<file path="src/rtl/adccal_params.svh">
// constants for the converter calibration control block
`ifndef ADCCAL_PARAMS_SVH
`define ADCCAL_PARAMS_SVH

// device register offsets on the register port
`define ADCCAL_REF_SOURCE_OFFS    8'h38
`define ADCCAL_STAMP_CTRL_OFFS    8'h3b
`define ADCCAL_SWING_CTRL_OFFS    8'h48
`define ADCCAL_INPUT_SEL_OFFS     8'h60
`define ADCCAL_RUN_CTRL_OFFS      8'h61
`define ADCCAL_CFG_OFFS           8'h62
`define ADCCAL_AVG_OFFS           8'h68
`define ADCCAL_STATE_OFFS         8'h6a
`define ADCCAL_PIN_CFG_OFFS       8'h6b
`define ADCCAL_SOFT_TRIG_OFFS     8'h6c

// reset values
`define ADCCAL_REF_SOURCE_RST     8'h00
`define ADCCAL_STAMP_CTRL_RST     8'h00
`define ADCCAL_SWING_CTRL_RST     8'h00
`define ADCCAL_INPUT_SEL_RST      8'h01
`define ADCCAL_RUN_CTRL_RST       8'h01
`define ADCCAL_CFG_RST            8'h01
`define ADCCAL_AVG_RST            8'h61
`define ADCCAL_PIN_CFG_RST        8'h00
`define ADCCAL_SOFT_TRIG_RST      8'h01

// field positions
`define ADCCAL_STAMP_RECV_BIT     0
`define ADCCAL_STAMP_DC_BIT       1
`define ADCCAL_DUAL_SWAP_BIT      4
`define ADCCAL_FG_BIT             0
`define ADCCAL_BG_BIT             1
`define ADCCAL_FG_OS_BIT          2
`define ADCCAL_BG_OS_BIT          3
`define ADCCAL_AVG_LSB            4
`define ADCCAL_AVG_LOW_FIXED      4'h1
`define ADCCAL_STAT_SEL_LSB       1
`define ADCCAL_TRIG_SRC_BIT       0
`define ADCCAL_SINGLE_IN_A        2'h1
`define ADCCAL_SINGLE_IN_B        2'h2

// foreground run length at averaging amount zero, doubled per averaging step, in clock cycles
`define ADCCAL_FG_BASE_CYCLES     16

// host register offsets on apb
`define ADCCAL_H_CMD_OFFS         12'h000
`define ADCCAL_H_STATUS_OFFS      12'h004
`define ADCCAL_H_PIN_OFFS         12'h008
`define ADCCAL_H_WRITE_BIT        16
`define ADCCAL_H_BUSY_BIT         0
`define ADCCAL_H_REFUSED_BIT      1
`define ADCCAL_H_PIN_RST          1'b1

`endif

</file>
<file path="src/rtl/adccal_pkg.sv">
// types shared by both ends of the calibration control link
package adccal_pkg;

  typedef enum logic [4:0] {
    ADCCAL_HOLD    = 5'b00001,
    ADCCAL_FG_RUN  = 5'b00010,
    ADCCAL_BG_RUN  = 5'b00100,
    ADCCAL_STOPPED = 5'b01000,
    ADCCAL_DONE    = 5'b10000
  } adccal_state_type;

  typedef enum logic [1:0] {
    ADCCAL_HIGH_SWING          = 2'h0,
    ADCCAL_LOW_SWING           = 2'h1,
    ADCCAL_SWING_RESERVED      = 2'h2,
    ADCCAL_LOW_SWING_HIGHZ_LOAD = 2'h3
  } adccal_swing_type;

  typedef enum logic [1:0] {
    ADCCAL_PIN_FOREGROUND_COMPLETE = 2'h0,
    ADCCAL_PIN_STOPPED = 2'h1,
    ADCCAL_PIN_ALARM   = 2'h2,
    ADCCAL_PIN_LOW     = 2'h3
  } adccal_pin_sel_type;

endpackage

</file>
<file path="src/rtl/adccal_if.sv">
// register port and pins between host controller and converter
`timescale 1ns/1ns
interface adccal_if;
  logic       req;
  logic       wr;
  logic [7:0] addr;
  logic [7:0] wdata;
  logic       ack;
  logic [7:0] rdata;
  logic       hardware_trigger_pin;
  logic       status_output_pin;

  modport device (
    input  req, wr, addr, wdata, hardware_trigger_pin,
    output ack, rdata, status_output_pin
  );

  modport host (
    output req, wr, addr, wdata, hardware_trigger_pin,
    input  ack, rdata, status_output_pin
  );
endinterface

</file>
<file path="src/rtl/adccal_device.sv">
// converter end: register file, calibration sequencer and control outputs
//
// Chosen here: a req/ack register port to the registers; APB is on the host end.
`timescale 1ns/1ns
`include "adccal_params.svh"

module adccal_device
  import adccal_pkg::*;
#(
  parameter int FG_BASE_CYCLES = `ADCCAL_FG_BASE_CYCLES
) (
  input  wire logic        clock_i,
  input  wire logic        resetn_i,
  adccal_if.device         link,
  input  wire logic        alarm_i,
  input  wire logic        lowpower_triggered_mode_i,
  output logic             reference_source_select_o,
  output logic             stamp_receiver_on_o,
  output logic             stamp_input_dc_mode_o,
  output adccal_swing_type swing_mode_o,
  output logic             channel_swap_o,
  output logic [1:0]       single_input_o,
  output logic             cal_reset_o,
  output logic             divider_reset_o,
  output logic             fg_cal_run_o,
  output logic             fg_offset_run_o,
  output logic             bg_cal_run_o,
  output logic             bg_offset_run_o,
  output logic [2:0]       offset_averaging_amount_o,
  output logic             core_wake_o
);

  localparam logic [15:0] FG_BASE = 16'(FG_BASE_CYCLES);

  logic             ref_reg;
  logic [1:0]       stamp_reg;
  logic [1:0]       swing_reg;
  logic             swap_reg;
  logic [1:0]       single_reg;
  logic             cal_en_reg;
  logic [3:0]       cfg_reg;
  logic [2:0]       avg_reg;
  logic [1:0]       pin_sel_reg;
  logic             trig_src_reg;
  logic             soft_trig_reg;
  logic [3:0]       cfg_shadow_reg;
  logic [2:0]       avg_shadow_reg;
  adccal_state_type state_reg;
  adccal_state_type state_next;
  logic [15:0]      count_reg;
  logic             foreground_complete_reg;
  logic             ack_reg;
  logic [7:0]       rdata_reg;
  logic             status_pin_reg;
  logic             trig;
  logic             write_en;
  logic             fg_on;
  logic             bg_on;
  logic             cal_stopped;
  logic [2:0]       stat_code;
  logic [7:0]       rd_value;

  assign write_en = link.req & link.wr;

  // register writes; reserved bits are not stored and read back as zero, except averaging bits 3:0, which read back as 0001
  always_ff @(posedge clock_i) begin
    if (!resetn_i) begin
      ref_reg       <= 1'(`ADCCAL_REF_SOURCE_RST);
      stamp_reg     <= 2'(`ADCCAL_STAMP_CTRL_RST);
      swing_reg     <= 2'(`ADCCAL_SWING_CTRL_RST);
      swap_reg      <= 1'b0;
      single_reg    <= 2'(`ADCCAL_INPUT_SEL_RST);
      cal_en_reg    <= 1'(`ADCCAL_RUN_CTRL_RST);
      cfg_reg       <= 4'(`ADCCAL_CFG_RST);
      avg_reg       <= 3'(`ADCCAL_AVG_RST >> `ADCCAL_AVG_LSB);
      pin_sel_reg   <= 2'(`ADCCAL_PIN_CFG_RST >> `ADCCAL_STAT_SEL_LSB);
      trig_src_reg  <= 1'(`ADCCAL_PIN_CFG_RST);
      soft_trig_reg <= 1'(`ADCCAL_SOFT_TRIG_RST);
    end else if (write_en) begin
      if (link.addr == `ADCCAL_REF_SOURCE_OFFS) begin
        ref_reg <= link.wdata[0];
      end else if (link.addr == `ADCCAL_STAMP_CTRL_OFFS) begin
        stamp_reg <= link.wdata[1:0];
      end else if (link.addr == `ADCCAL_SWING_CTRL_OFFS) begin
        swing_reg <= link.wdata[1:0];
      end else if (link.addr == `ADCCAL_INPUT_SEL_OFFS) begin
        swap_reg   <= link.wdata[`ADCCAL_DUAL_SWAP_BIT];
        single_reg <= link.wdata[1:0];
      end else if (link.addr == `ADCCAL_RUN_CTRL_OFFS) begin
        cal_en_reg <= link.wdata[0];
      end else if (link.addr == `ADCCAL_CFG_OFFS) begin
        cfg_reg <= link.wdata[3:0];
      end else if (link.addr == `ADCCAL_AVG_OFFS) begin
        avg_reg <= link.wdata[`ADCCAL_AVG_LSB +: 3];
      end else if (link.addr == `ADCCAL_PIN_CFG_OFFS) begin
        pin_sel_reg  <= link.wdata[`ADCCAL_STAT_SEL_LSB +: 2];
        trig_src_reg <= link.wdata[`ADCCAL_TRIG_SRC_BIT];
      end else if (link.addr == `ADCCAL_SOFT_TRIG_OFFS) begin
        soft_trig_reg <= link.wdata[0];
      end
    end
  end

  // settings reach the sequencer only while it is held, so a running
  // calibration never sees a half-changed configuration
  always_ff @(posedge clock_i) begin
    if (!resetn_i) begin
      cfg_shadow_reg <= 4'(`ADCCAL_CFG_RST);
      avg_shadow_reg <= 3'(`ADCCAL_AVG_RST >> `ADCCAL_AVG_LSB);
    end else if (!cal_en_reg) begin
      cfg_shadow_reg <= cfg_reg;
      avg_shadow_reg <= avg_reg;
    end
  end

  assign trig  = trig_src_reg ? link.hardware_trigger_pin : soft_trig_reg;
  assign fg_on = cfg_shadow_reg[`ADCCAL_FG_BIT];
  assign bg_on = cfg_shadow_reg[`ADCCAL_BG_BIT];

  always_comb begin
    state_next = state_reg;
    case (state_reg)
      ADCCAL_HOLD: begin
        if (cal_en_reg) begin
          if (fg_on) begin
            state_next = ADCCAL_FG_RUN;
          end else if (bg_on) begin
            state_next = ADCCAL_BG_RUN;
          end else begin
            state_next = ADCCAL_DONE;
          end
        end
      end
      ADCCAL_FG_RUN: begin
        if (count_reg == 16'h0001) begin
          state_next = bg_on ? ADCCAL_BG_RUN : ADCCAL_DONE;
        end
      end
      ADCCAL_BG_RUN: begin
        if (!trig) begin
          state_next = ADCCAL_STOPPED;
        end
      end
      ADCCAL_STOPPED: begin
        if (trig) begin
          state_next = ADCCAL_BG_RUN;
        end
      end
      ADCCAL_DONE: begin
        state_next = ADCCAL_DONE;
      end
      default: begin
        state_next = ADCCAL_HOLD;
      end
    endcase
    if (!cal_en_reg) begin
      state_next = ADCCAL_HOLD;
    end
  end

  always_ff @(posedge clock_i) begin
    if (!resetn_i) begin
      state_reg <= ADCCAL_HOLD;
    end else begin
      state_reg <= state_next;
    end
  end

  // foreground length grows with the averaging amount
  always_ff @(posedge clock_i) begin
    if (!resetn_i) begin
      count_reg <= 16'h0000;
    end else if (state_reg == ADCCAL_HOLD) begin
      count_reg <= FG_BASE << avg_shadow_reg;
    end else if (state_reg == ADCCAL_FG_RUN) begin
      count_reg <= count_reg - 16'h0001;
    end
  end

  // cleared while held, so each start resets the calibration results
  always_ff @(posedge clock_i) begin
    if (!resetn_i) begin
      foreground_complete_reg <= 1'b0;
    end else if (state_next == ADCCAL_HOLD) begin
      foreground_complete_reg <= 1'b0;
    end else if (state_reg != state_next && state_next != ADCCAL_FG_RUN) begin
      foreground_complete_reg <= 1'b1;
    end
  end

  assign cal_stopped = (state_reg == ADCCAL_STOPPED) || (state_reg == ADCCAL_DONE);

  always_comb begin
    stat_code = 3'h0;
    case (state_reg)
      ADCCAL_FG_RUN:  stat_code = 3'h1;
      ADCCAL_BG_RUN:  stat_code = 3'h2;
      ADCCAL_STOPPED: stat_code = 3'h3;
      ADCCAL_DONE:    stat_code = 3'h4;
      default:        stat_code = 3'h0;
    endcase
  end

  always_comb begin
    rd_value = 8'h00;
    if (link.addr == `ADCCAL_REF_SOURCE_OFFS) begin
      rd_value = {7'h00, ref_reg};
    end else if (link.addr == `ADCCAL_STAMP_CTRL_OFFS) begin
      rd_value = {6'h00, stamp_reg};
    end else if (link.addr == `ADCCAL_SWING_CTRL_OFFS) begin
      rd_value = {6'h00, swing_reg};
    end else if (link.addr == `ADCCAL_INPUT_SEL_OFFS) begin
      rd_value = {3'h0, swap_reg, 2'h0, single_reg};
    end else if (link.addr == `ADCCAL_RUN_CTRL_OFFS) begin
      rd_value = {7'h00, cal_en_reg};
    end else if (link.addr == `ADCCAL_CFG_OFFS) begin
      rd_value = {4'h0, cfg_reg};
    end else if (link.addr == `ADCCAL_AVG_OFFS) begin
      rd_value = {1'b0, avg_reg, `ADCCAL_AVG_LOW_FIXED};
    end else if (link.addr == `ADCCAL_STATE_OFFS) begin
      rd_value = {3'h0, stat_code, cal_stopped, foreground_complete_reg};
    end else if (link.addr == `ADCCAL_PIN_CFG_OFFS) begin
      rd_value = {5'h00, pin_sel_reg, trig_src_reg};
    end else if (link.addr == `ADCCAL_SOFT_TRIG_OFFS) begin
      rd_value = {7'h00, soft_trig_reg};
    end
  end

  always_ff @(posedge clock_i) begin
    if (!resetn_i) begin
      ack_reg   <= 1'b0;
      rdata_reg <= 8'h00;
    end else begin
      ack_reg <= link.req;
      if (link.req && !link.wr) begin
        rdata_reg <= rd_value;
      end
    end
  end

  always_ff @(posedge clock_i) begin
    if (!resetn_i) begin
      status_pin_reg <= 1'b0;
    end else begin
      case (adccal_pin_sel_type'(pin_sel_reg))
        ADCCAL_PIN_FOREGROUND_COMPLETE: status_pin_reg <= foreground_complete_reg;
        ADCCAL_PIN_STOPPED: status_pin_reg <= cal_stopped;
        ADCCAL_PIN_ALARM:   status_pin_reg <= alarm_i;
        default:            status_pin_reg <= 1'b0;
      endcase
    end
  end

  assign link.ack               = ack_reg;
  assign link.rdata             = rdata_reg;
  assign link.status_output_pin = status_pin_reg;

  assign reference_source_select_o = ref_reg;
  assign stamp_receiver_on_o       = stamp_reg[`ADCCAL_STAMP_RECV_BIT];
  assign stamp_input_dc_mode_o     = stamp_reg[`ADCCAL_STAMP_DC_BIT];
  assign swing_mode_o              = adccal_swing_type'(swing_reg);
  assign channel_swap_o            = swap_reg;
  assign single_input_o            = single_reg;
  assign cal_reset_o               = ~cal_en_reg;
  assign divider_reset_o           = ~cal_en_reg;
  assign fg_cal_run_o              = (state_reg == ADCCAL_FG_RUN);
  assign fg_offset_run_o           = fg_cal_run_o & cfg_shadow_reg[`ADCCAL_FG_OS_BIT];
  assign bg_cal_run_o              = (state_reg == ADCCAL_BG_RUN);
  assign bg_offset_run_o           = bg_cal_run_o & cfg_shadow_reg[`ADCCAL_BG_OS_BIT];
  assign offset_averaging_amount_o = avg_shadow_reg;
  assign core_wake_o               = lowpower_triggered_mode_i & ~trig;

endmodule // adccal_device

</file>
<file path="src/flat_wrapper.sv">
// flat-port wrapper written by rule: the top's interface ports become plain ports
module adccal_device_flat import adccal_pkg::*;
#(
  parameter int FG_BASE_CYCLES = `ADCCAL_FG_BASE_CYCLES
)
  (clock_i, resetn_i, alarm_i, lowpower_triggered_mode_i, reference_source_select_o, stamp_receiver_on_o, stamp_input_dc_mode_o, swing_mode_o, channel_swap_o, single_input_o, cal_reset_o, divider_reset_o, fg_cal_run_o, fg_offset_run_o, bg_cal_run_o, bg_offset_run_o, offset_averaging_amount_o, core_wake_o, link_req, link_wr, link_addr, link_wdata, link_hardware_trigger_pin, link_ack, link_rdata, link_status_output_pin);
  adccal_if link_i ();
  input  wire logic clock_i;
  input  wire logic resetn_i;
  input  wire logic alarm_i;
  input  wire logic lowpower_triggered_mode_i;
  output logic reference_source_select_o;
  output logic stamp_receiver_on_o;
  output logic stamp_input_dc_mode_o;
  output adccal_swing_type swing_mode_o;
  output logic channel_swap_o;
  output logic [1:0] single_input_o;
  output logic cal_reset_o;
  output logic divider_reset_o;
  output logic fg_cal_run_o;
  output logic fg_offset_run_o;
  output logic bg_cal_run_o;
  output logic bg_offset_run_o;
  output logic [2:0] offset_averaging_amount_o;
  output logic core_wake_o;
  input wire logic [$bits(link_i.req)-1:0] link_req;
  input wire logic [$bits(link_i.wr)-1:0] link_wr;
  input wire logic [$bits(link_i.addr)-1:0] link_addr;
  input wire logic [$bits(link_i.wdata)-1:0] link_wdata;
  input wire logic [$bits(link_i.hardware_trigger_pin)-1:0] link_hardware_trigger_pin;
  output wire logic [$bits(link_i.ack)-1:0] link_ack;
  output wire logic [$bits(link_i.rdata)-1:0] link_rdata;
  output wire logic [$bits(link_i.status_output_pin)-1:0] link_status_output_pin;
  assign link_i.req = link_req;
  assign link_i.wr = link_wr;
  assign link_i.addr = link_addr;
  assign link_i.wdata = link_wdata;
  assign link_i.hardware_trigger_pin = link_hardware_trigger_pin;
  assign link_ack = link_i.ack;
  assign link_rdata = link_i.rdata;
  assign link_status_output_pin = link_i.status_output_pin;
  adccal_device #(.FG_BASE_CYCLES(FG_BASE_CYCLES)) u_core (.clock_i(clock_i), .resetn_i(resetn_i), .link(link_i), .alarm_i(alarm_i), .lowpower_triggered_mode_i(lowpower_triggered_mode_i), .reference_source_select_o(reference_source_select_o), .stamp_receiver_on_o(stamp_receiver_on_o), .stamp_input_dc_mode_o(stamp_input_dc_mode_o), .swing_mode_o(swing_mode_o), .channel_swap_o(channel_swap_o), .single_input_o(single_input_o), .cal_reset_o(cal_reset_o), .divider_reset_o(divider_reset_o), .fg_cal_run_o(fg_cal_run_o), .fg_offset_run_o(fg_offset_run_o), .bg_cal_run_o(bg_cal_run_o), .bg_offset_run_o(bg_offset_run_o), .offset_averaging_amount_o(offset_averaging_amount_o), .core_wake_o(core_wake_o));
endmodule
</file>
<file path="config.mk">
export PLATFORM = sky130hd
export DESIGN_NAME = adccal_device_flat
export DESIGN_NICKNAME = d
export VERILOG_FILES = /design/src/rtl/adccal_pkg.sv /design/src/rtl/adccal_if.sv /design/src/rtl/adccal_device.sv /design/src/flat_wrapper.sv
export VERILOG_INCLUDE_DIRS = /design/src /design/src/rtl
export SDC_FILE = /design/constraint.sdc
export NUM_CORES = 1
export LEC_CHECK = 0
export ABC_AREA = 1
export CAP_MARGIN = 15
export CORE_MARGIN = 3
export CORE_UTILIZATION = 46
export DETAILED_ROUTE_END_ITERATION = 8
export DONT_BUFFER_PORTS = 1
export GPL_TIMING_DRIVEN = 0
export SLEW_MARGIN = 0
export SYNTH_ARGS = -nofsm -noshare
export SYNTH_HDL_FRONTEND = slang
export SYNTH_SLANG_ARGS = --single-unit
export TNS_END_PERCENT = 5
</file>
<file path="constraint.sdc">
create_clock -name clock_i -period 1.6 [get_ports clock_i]
set_input_delay 0.08 -clock clock_i [delete_from_list [all_inputs] [get_ports clock_i]]
set_output_delay 0.08 -clock clock_i [all_outputs]
set_load 0.05 [all_outputs]
</file>
==> qor.log <==
INFO  clock_tree     sink_count_of_the_clock_tree=58
INFO  sta            fmax=514MHz
INFO  synth          ys_seq_area_frac=0.397
INFO  power_and_ir_drop switching_power=1.31mW
INFO  clock_tree     clock_buffer_count_from_cts=9
INFO  cells_and_area final_cells=550
INFO  detailed_routing detail_route.wirelength=8140µm
INFO  placed_design  gp_congestion=0.812
INFO  detailed_routing drc_violations_left=0
INFO  critical_path  crit_fanout=6
INFO  cells_and_area layout.filler_cells=593
INFO  floorplanning  dieArea=7350µm²
INFO  sta            finalWorstPathRequiredPeriod=1.95ns
INFO  critical_path  crit_path_start_kind=register
INFO  power_and_ir_drop max-vdd-ir-drop=0.000705V
INFO  sta            worst_slack=-0.347ns
INFO  power_and_ir_drop clock_power_share=0.422
INFO  clock_tree     cts_root_buf=sky130_fd_sc_hd__clkbuf_8
INFO  sta            max_slew.worst_pin.slew=0.636ns
INFO  global_route   antenna_violations_before_repair=0
INFO  worst_hold_path holdCritPathClass=input pin to register
INFO  global_route   first_pass_grt_wire_length=13600µm
INFO  critical_path  setup.reg_to_reg.worst_slack=-0.35ns
INFO  detailed_routing drt_pre_antenna_iters=5
INFO  detailed_routing detailroute.via_count=2950
INFO  detailed_routing met3_length=490µm
INFO  sta            setup_tns=-1.65ns
INFO  clock_tree     cts_max_level=3
INFO  sta            final_hold_viol_count=0
INFO  clock_tree     tritoncts=built
INFO  cells_and_area final_nets=495
INFO  detailed_routing postRouteAntennaNets=0
INFO  synth          synth_area=2920µm²
INFO  synth          netlist.top_cell.by_area=sky130_fd_sc_hd__dfxtp_1
INFO  critical_path  crit_path_end=u_core.foreground_complete_reg$_SDFFE_PP0P_
INFO  placed_design  dp_hpwl=5810µm
INFO  synth          top_area_cell_type_share_of_the_netlist_area=0.397
INFO  power_and_ir_drop power.static_leakage=1.53nW
INFO  critical_path  crit_start=u_core.state_reg[4]$_SDFF_PN0_
INFO  synth          synth_fp_nets=464
INFO  detailed_routing drt_iter0_drc=143
INFO  sta            fin_crit_sh=1.22
INFO  detailed_routing met2WireLength=3720µm
INFO  power_and_ir_drop share_seq_of_total_power=0.380
INFO  synth          synth_enable_flop_cells=0
INFO  sta            relSlewSlack=0.576
INFO  floorplanning  fp-row-count=28
INFO  run_status     violated_checks=setup timing
INFO  detailed_routing drt_met1_wl=3800µm
INFO  clock_tree     buffers_from_clock_root_to_sink_at_most=2
INFO  cells_and_area final_design_area_no_fill=3600µm²
INFO  critical_path  reg2reg_depth=14
INFO  flow_run       maxCapViolCount=0
INFO  global_route   grtUsageTotal=0.234
INFO  critical_path  critical_path.reg2reg.startpoint=u_core.state_reg[4]$_SDFF_PN0_
INFO  placed_design  place_area=3040µm²
INFO  sta            setup_viol=12
INFO  synth          synth-warning-count=0
INFO  cells_and_area largest_register_ffs=16
INFO  sta            setup_repair_after_global_routing_missed_its_margin=true
INFO  synth          yosysMostFrequentCell=sky130_fd_sc_hd__nand2_1
INFO  critical_path  worst-setup-path-type=register to register
INFO  placed_design  dp_cells=514
INFO  synth          netlist_top_cells_count=86 x sky130_fd_sc_hd__nand2_1, 60 x sky130_fd_sc_hd__inv_1, 59 x sky130_fd_sc_hd__nor2_1
INFO  worst_hold_path timing.hold.worst_path_depth=4
INFO  critical_path  cp.arrival=2.18ns
INFO  sta            setup_skew_after_layout=0.00468ns
INFO  clock_tree     clkLatencyLatePin=0.34ns
INFO  cells_and_area area_grow_syn2layout=23.2%
INFO  cells_and_area fraction_of_layout_instances_using_a_drive_strength_above_1=0.149
INFO  global_route   total_grt_overflow=0
INFO  floorplanning  initial_core_util=0.485
INFO  placed_design  dp_slack=-0.335ns
INFO  cells_and_area antenna_cells=0
INFO  floorplanning  dieWidth=85.7µm
INFO  sta            final_max_slew_viol_count=0
INFO  synth          yosys_register_bits=58
INFO  run_status     status=finished, violations left
INFO  critical_path  endpoint_kind=register
INFO  clock_tree     clk_pin_slew_worst_paths=0.07ns
INFO  synth          synth-main-ff-cell=sky130_fd_sc_hd__dfxtp_1
INFO  detailed_routing maxUsedRoutingLayer=met4
INFO  power_and_ir_drop power_frac_comb=0.199
INFO  global_route   number_of_global_route_vias_before_repair=2860
INFO  synth          postSynthAreaPerCell=6.66µm²
INFO  detailed_routing vias_per_cell=5.36
INFO  critical_path  critPathRequiredTime=1.83ns
INFO  floorplanning  top_level_ports=51
INFO  synth          post_synth_main_area_contributors=sky130_fd_sc_hd__dfxtp_1 40%, sky130_fd_sc_hd__nand2_1 11%, sky130_fd_sc_hd__inv_1 7.7%
INFO  global_route   grt_start_max_net_pins=12
INFO  synth          synth.distinct_cells=34
INFO  synth          syn_inst=439
INFO  cells_and_area multi_input_logic_area=1580µm²
INFO  power_and_ir_drop powerDensity=1200nW/µm²
INFO  detailed_routing post_drt_wl_per_cell=14.8µm
INFO  placed_design  io_buffer_count=0
INFO  critical_path  reg2reg_to=u_core.foreground_complete_reg$_SDFFE_PP0P_
INFO  synth          postSynth.asyncResetShare=0
INFO  floorplanning  core_area=6030µm²
INFO  floorplanning  fp.dieH=85.7µm
INFO  power_and_ir_drop power_switching_share=0.304
INFO  power_and_ir_drop p_int=3.01mW
INFO  cells_and_area seq_area=1180µm²
## area by class of cell
type / instances / area share
plain buffers: 12 / 0.0174
inverters: 65 / 0.0719
flip-flops and latches: 58 / 0.327
multi-input cells: 305 / 0.438
well taps: 75 / 0.0260
repair buffers: 19 / 0.0465
clock inverters: 7 / 0.0392
clock buffers: 9 / 0.0344
## worst min path at each step
stage	startpoint	end	slack (ns)
6_report	link_addr[2]	u_core.soft_trig_reg$_SDFFE_PN1P_	0.06
5_1_grt	link_addr[2]	u_core.soft_trig_reg$_SDFFE_PN1P_	0.08
4_1_cts	link_addr[2]	u_core.soft_trig_reg$_SDFFE_PN1P_	0.04
3_5_place_dp	link_req	u_core.link.ack$_SDFF_PN0_	0.18
3_3_place_gp	link_req	u_core.link.ack$_SDFF_PN0_	0.18
2_1_floorplan	link_req	u_core.link.ack$_SDFF_PN0_	0.17
## placed cells by master, fill, tap and decap left out, types with 3 or more instances in the layout
master | synthesis | routed
sky130_fd_sc_hd__nor2_4 | 2 | 9
sky130_fd_sc_hd__o21ai_1 | 0 | 3
sky130_fd_sc_hd__inv_4 | 0 | 4
sky130_fd_sc_hd__o21ai_0 | 38 | 35
sky130_fd_sc_hd__nor2_1 | 59 | 46
sky130_fd_sc_hd__buf_4 | 2 | 11
sky130_fd_sc_hd__a21oi_1 | 39 | 39
sky130_fd_sc_hd__nor3_1 | 4 | 3
sky130_fd_sc_hd__a31oi_1 | 6 | 6
sky130_fd_sc_hd__nand4_1 | 8 | 8
sky130_fd_sc_hd__dfxtp_4 | 0 | 4
sky130_fd_sc_hd__nor2_2 | 3 | 10
sky130_fd_sc_hd__bufinv_16 | 0 | 4
sky130_fd_sc_hd__clkbuf_8 | 0 | 9
sky130_fd_sc_hd__clkbuf_1 | 6 | 6
sky130_fd_sc_hd__nand3_1 | 29 | 27
sky130_fd_sc_hd__xor2_1 | 3 | 3
sky130_fd_sc_hd__dlygate4sd3_1 | 0 | 10
sky130_fd_sc_hd__o211ai_1 | 5 | 5
sky130_fd_sc_hd__inv_1 | 60 | 57
sky130_fd_sc_hd__dfxtp_1 | 58 | 53
sky130_fd_sc_hd__nand2_1 | 86 | 84
## layer usage
| layer | track usage | vias to the layer above |
|---|---|---|
| met1 | 0.311 | 1344 |
| met2 | 0.368 | 81 |
| met4 | 0.0863 | 0 |
| met3 | 0.0576 | 14 |
| met5 | 0 | - |
| li1 | - | 1511 |
## timing repair
action	in CTS	in global routing
endpoints found under the setup margin	24	30
cloned	1	0
pin swaps	6	8
hold endpoints to repair	22	0
buffers inserted	4	5
gates resized for setup	13	32
hold buffers	10	0
## cells by family after synthesis
family	after synthesis	synth area share
other	1	0.00128
buffers and inverters	77	0.102
XOR/XNOR	4	0.0120
adder cells (fa/ha/maj)	2	0.00856
AO/OA/AOI/OAI	101	0.194
flip-flops	58	0.397
AND/OR/NAND/NOR	196	0.285
## worst max-delay path, cell delays in order, from the launching register on
cell and delay [ns]:
sky130_fd_sc_hd__dfxtp_4 0.37, sky130_fd_sc_hd__inv_6 0.06, sky130_fd_sc_hd__nand3_4 0.07, sky130_fd_sc_hd__nor2_4 0.46, sky130_fd_sc_hd__nand3_2 0.14, sky130_fd_sc_hd__nand2_2 0.11, sky130_fd_sc_hd__nand2_1 0.05, sky130_fd_sc_hd__nand2_1 0.07
sky130_fd_sc_hd__nand2_1 0.07, sky130_fd_sc_hd__nand2_1 0.06, sky130_fd_sc_hd__nand2_1 0.05, sky130_fd_sc_hd__nor2_1 0.11, sky130_fd_sc_hd__nand3_1 0.08, sky130_fd_sc_hd__nand2_1 0.09, sky130_fd_sc_hd__a21oi_2 0.05
## power groups by stage
stage	clock network, mW	registers, mW	logic (mW)
after floorplan	0	1.65	0.574
after global placement	0	1.66	0.712
after detailed placement	0	1.67	0.718
after CTS	1.84	1.63	0.772
after global routing	1.93	1.65	0.976
final	1.82	1.64	0.860
## per-stage QoR
stage | hold slack, ns | util | power, mW
CTS | 0.0422 | 0.578 | 4.24
global placement | 0.179 | 0.504 | 2.38
detailed placement | 0.182 | 0.504 | 2.38
global route | 0.0810 | 0.598 | 4.56
floorplan | 0.173 | - | 2.22
finish | 0.0632 | 0.598 | 4.33
Power figures use the tool's default switching activity.
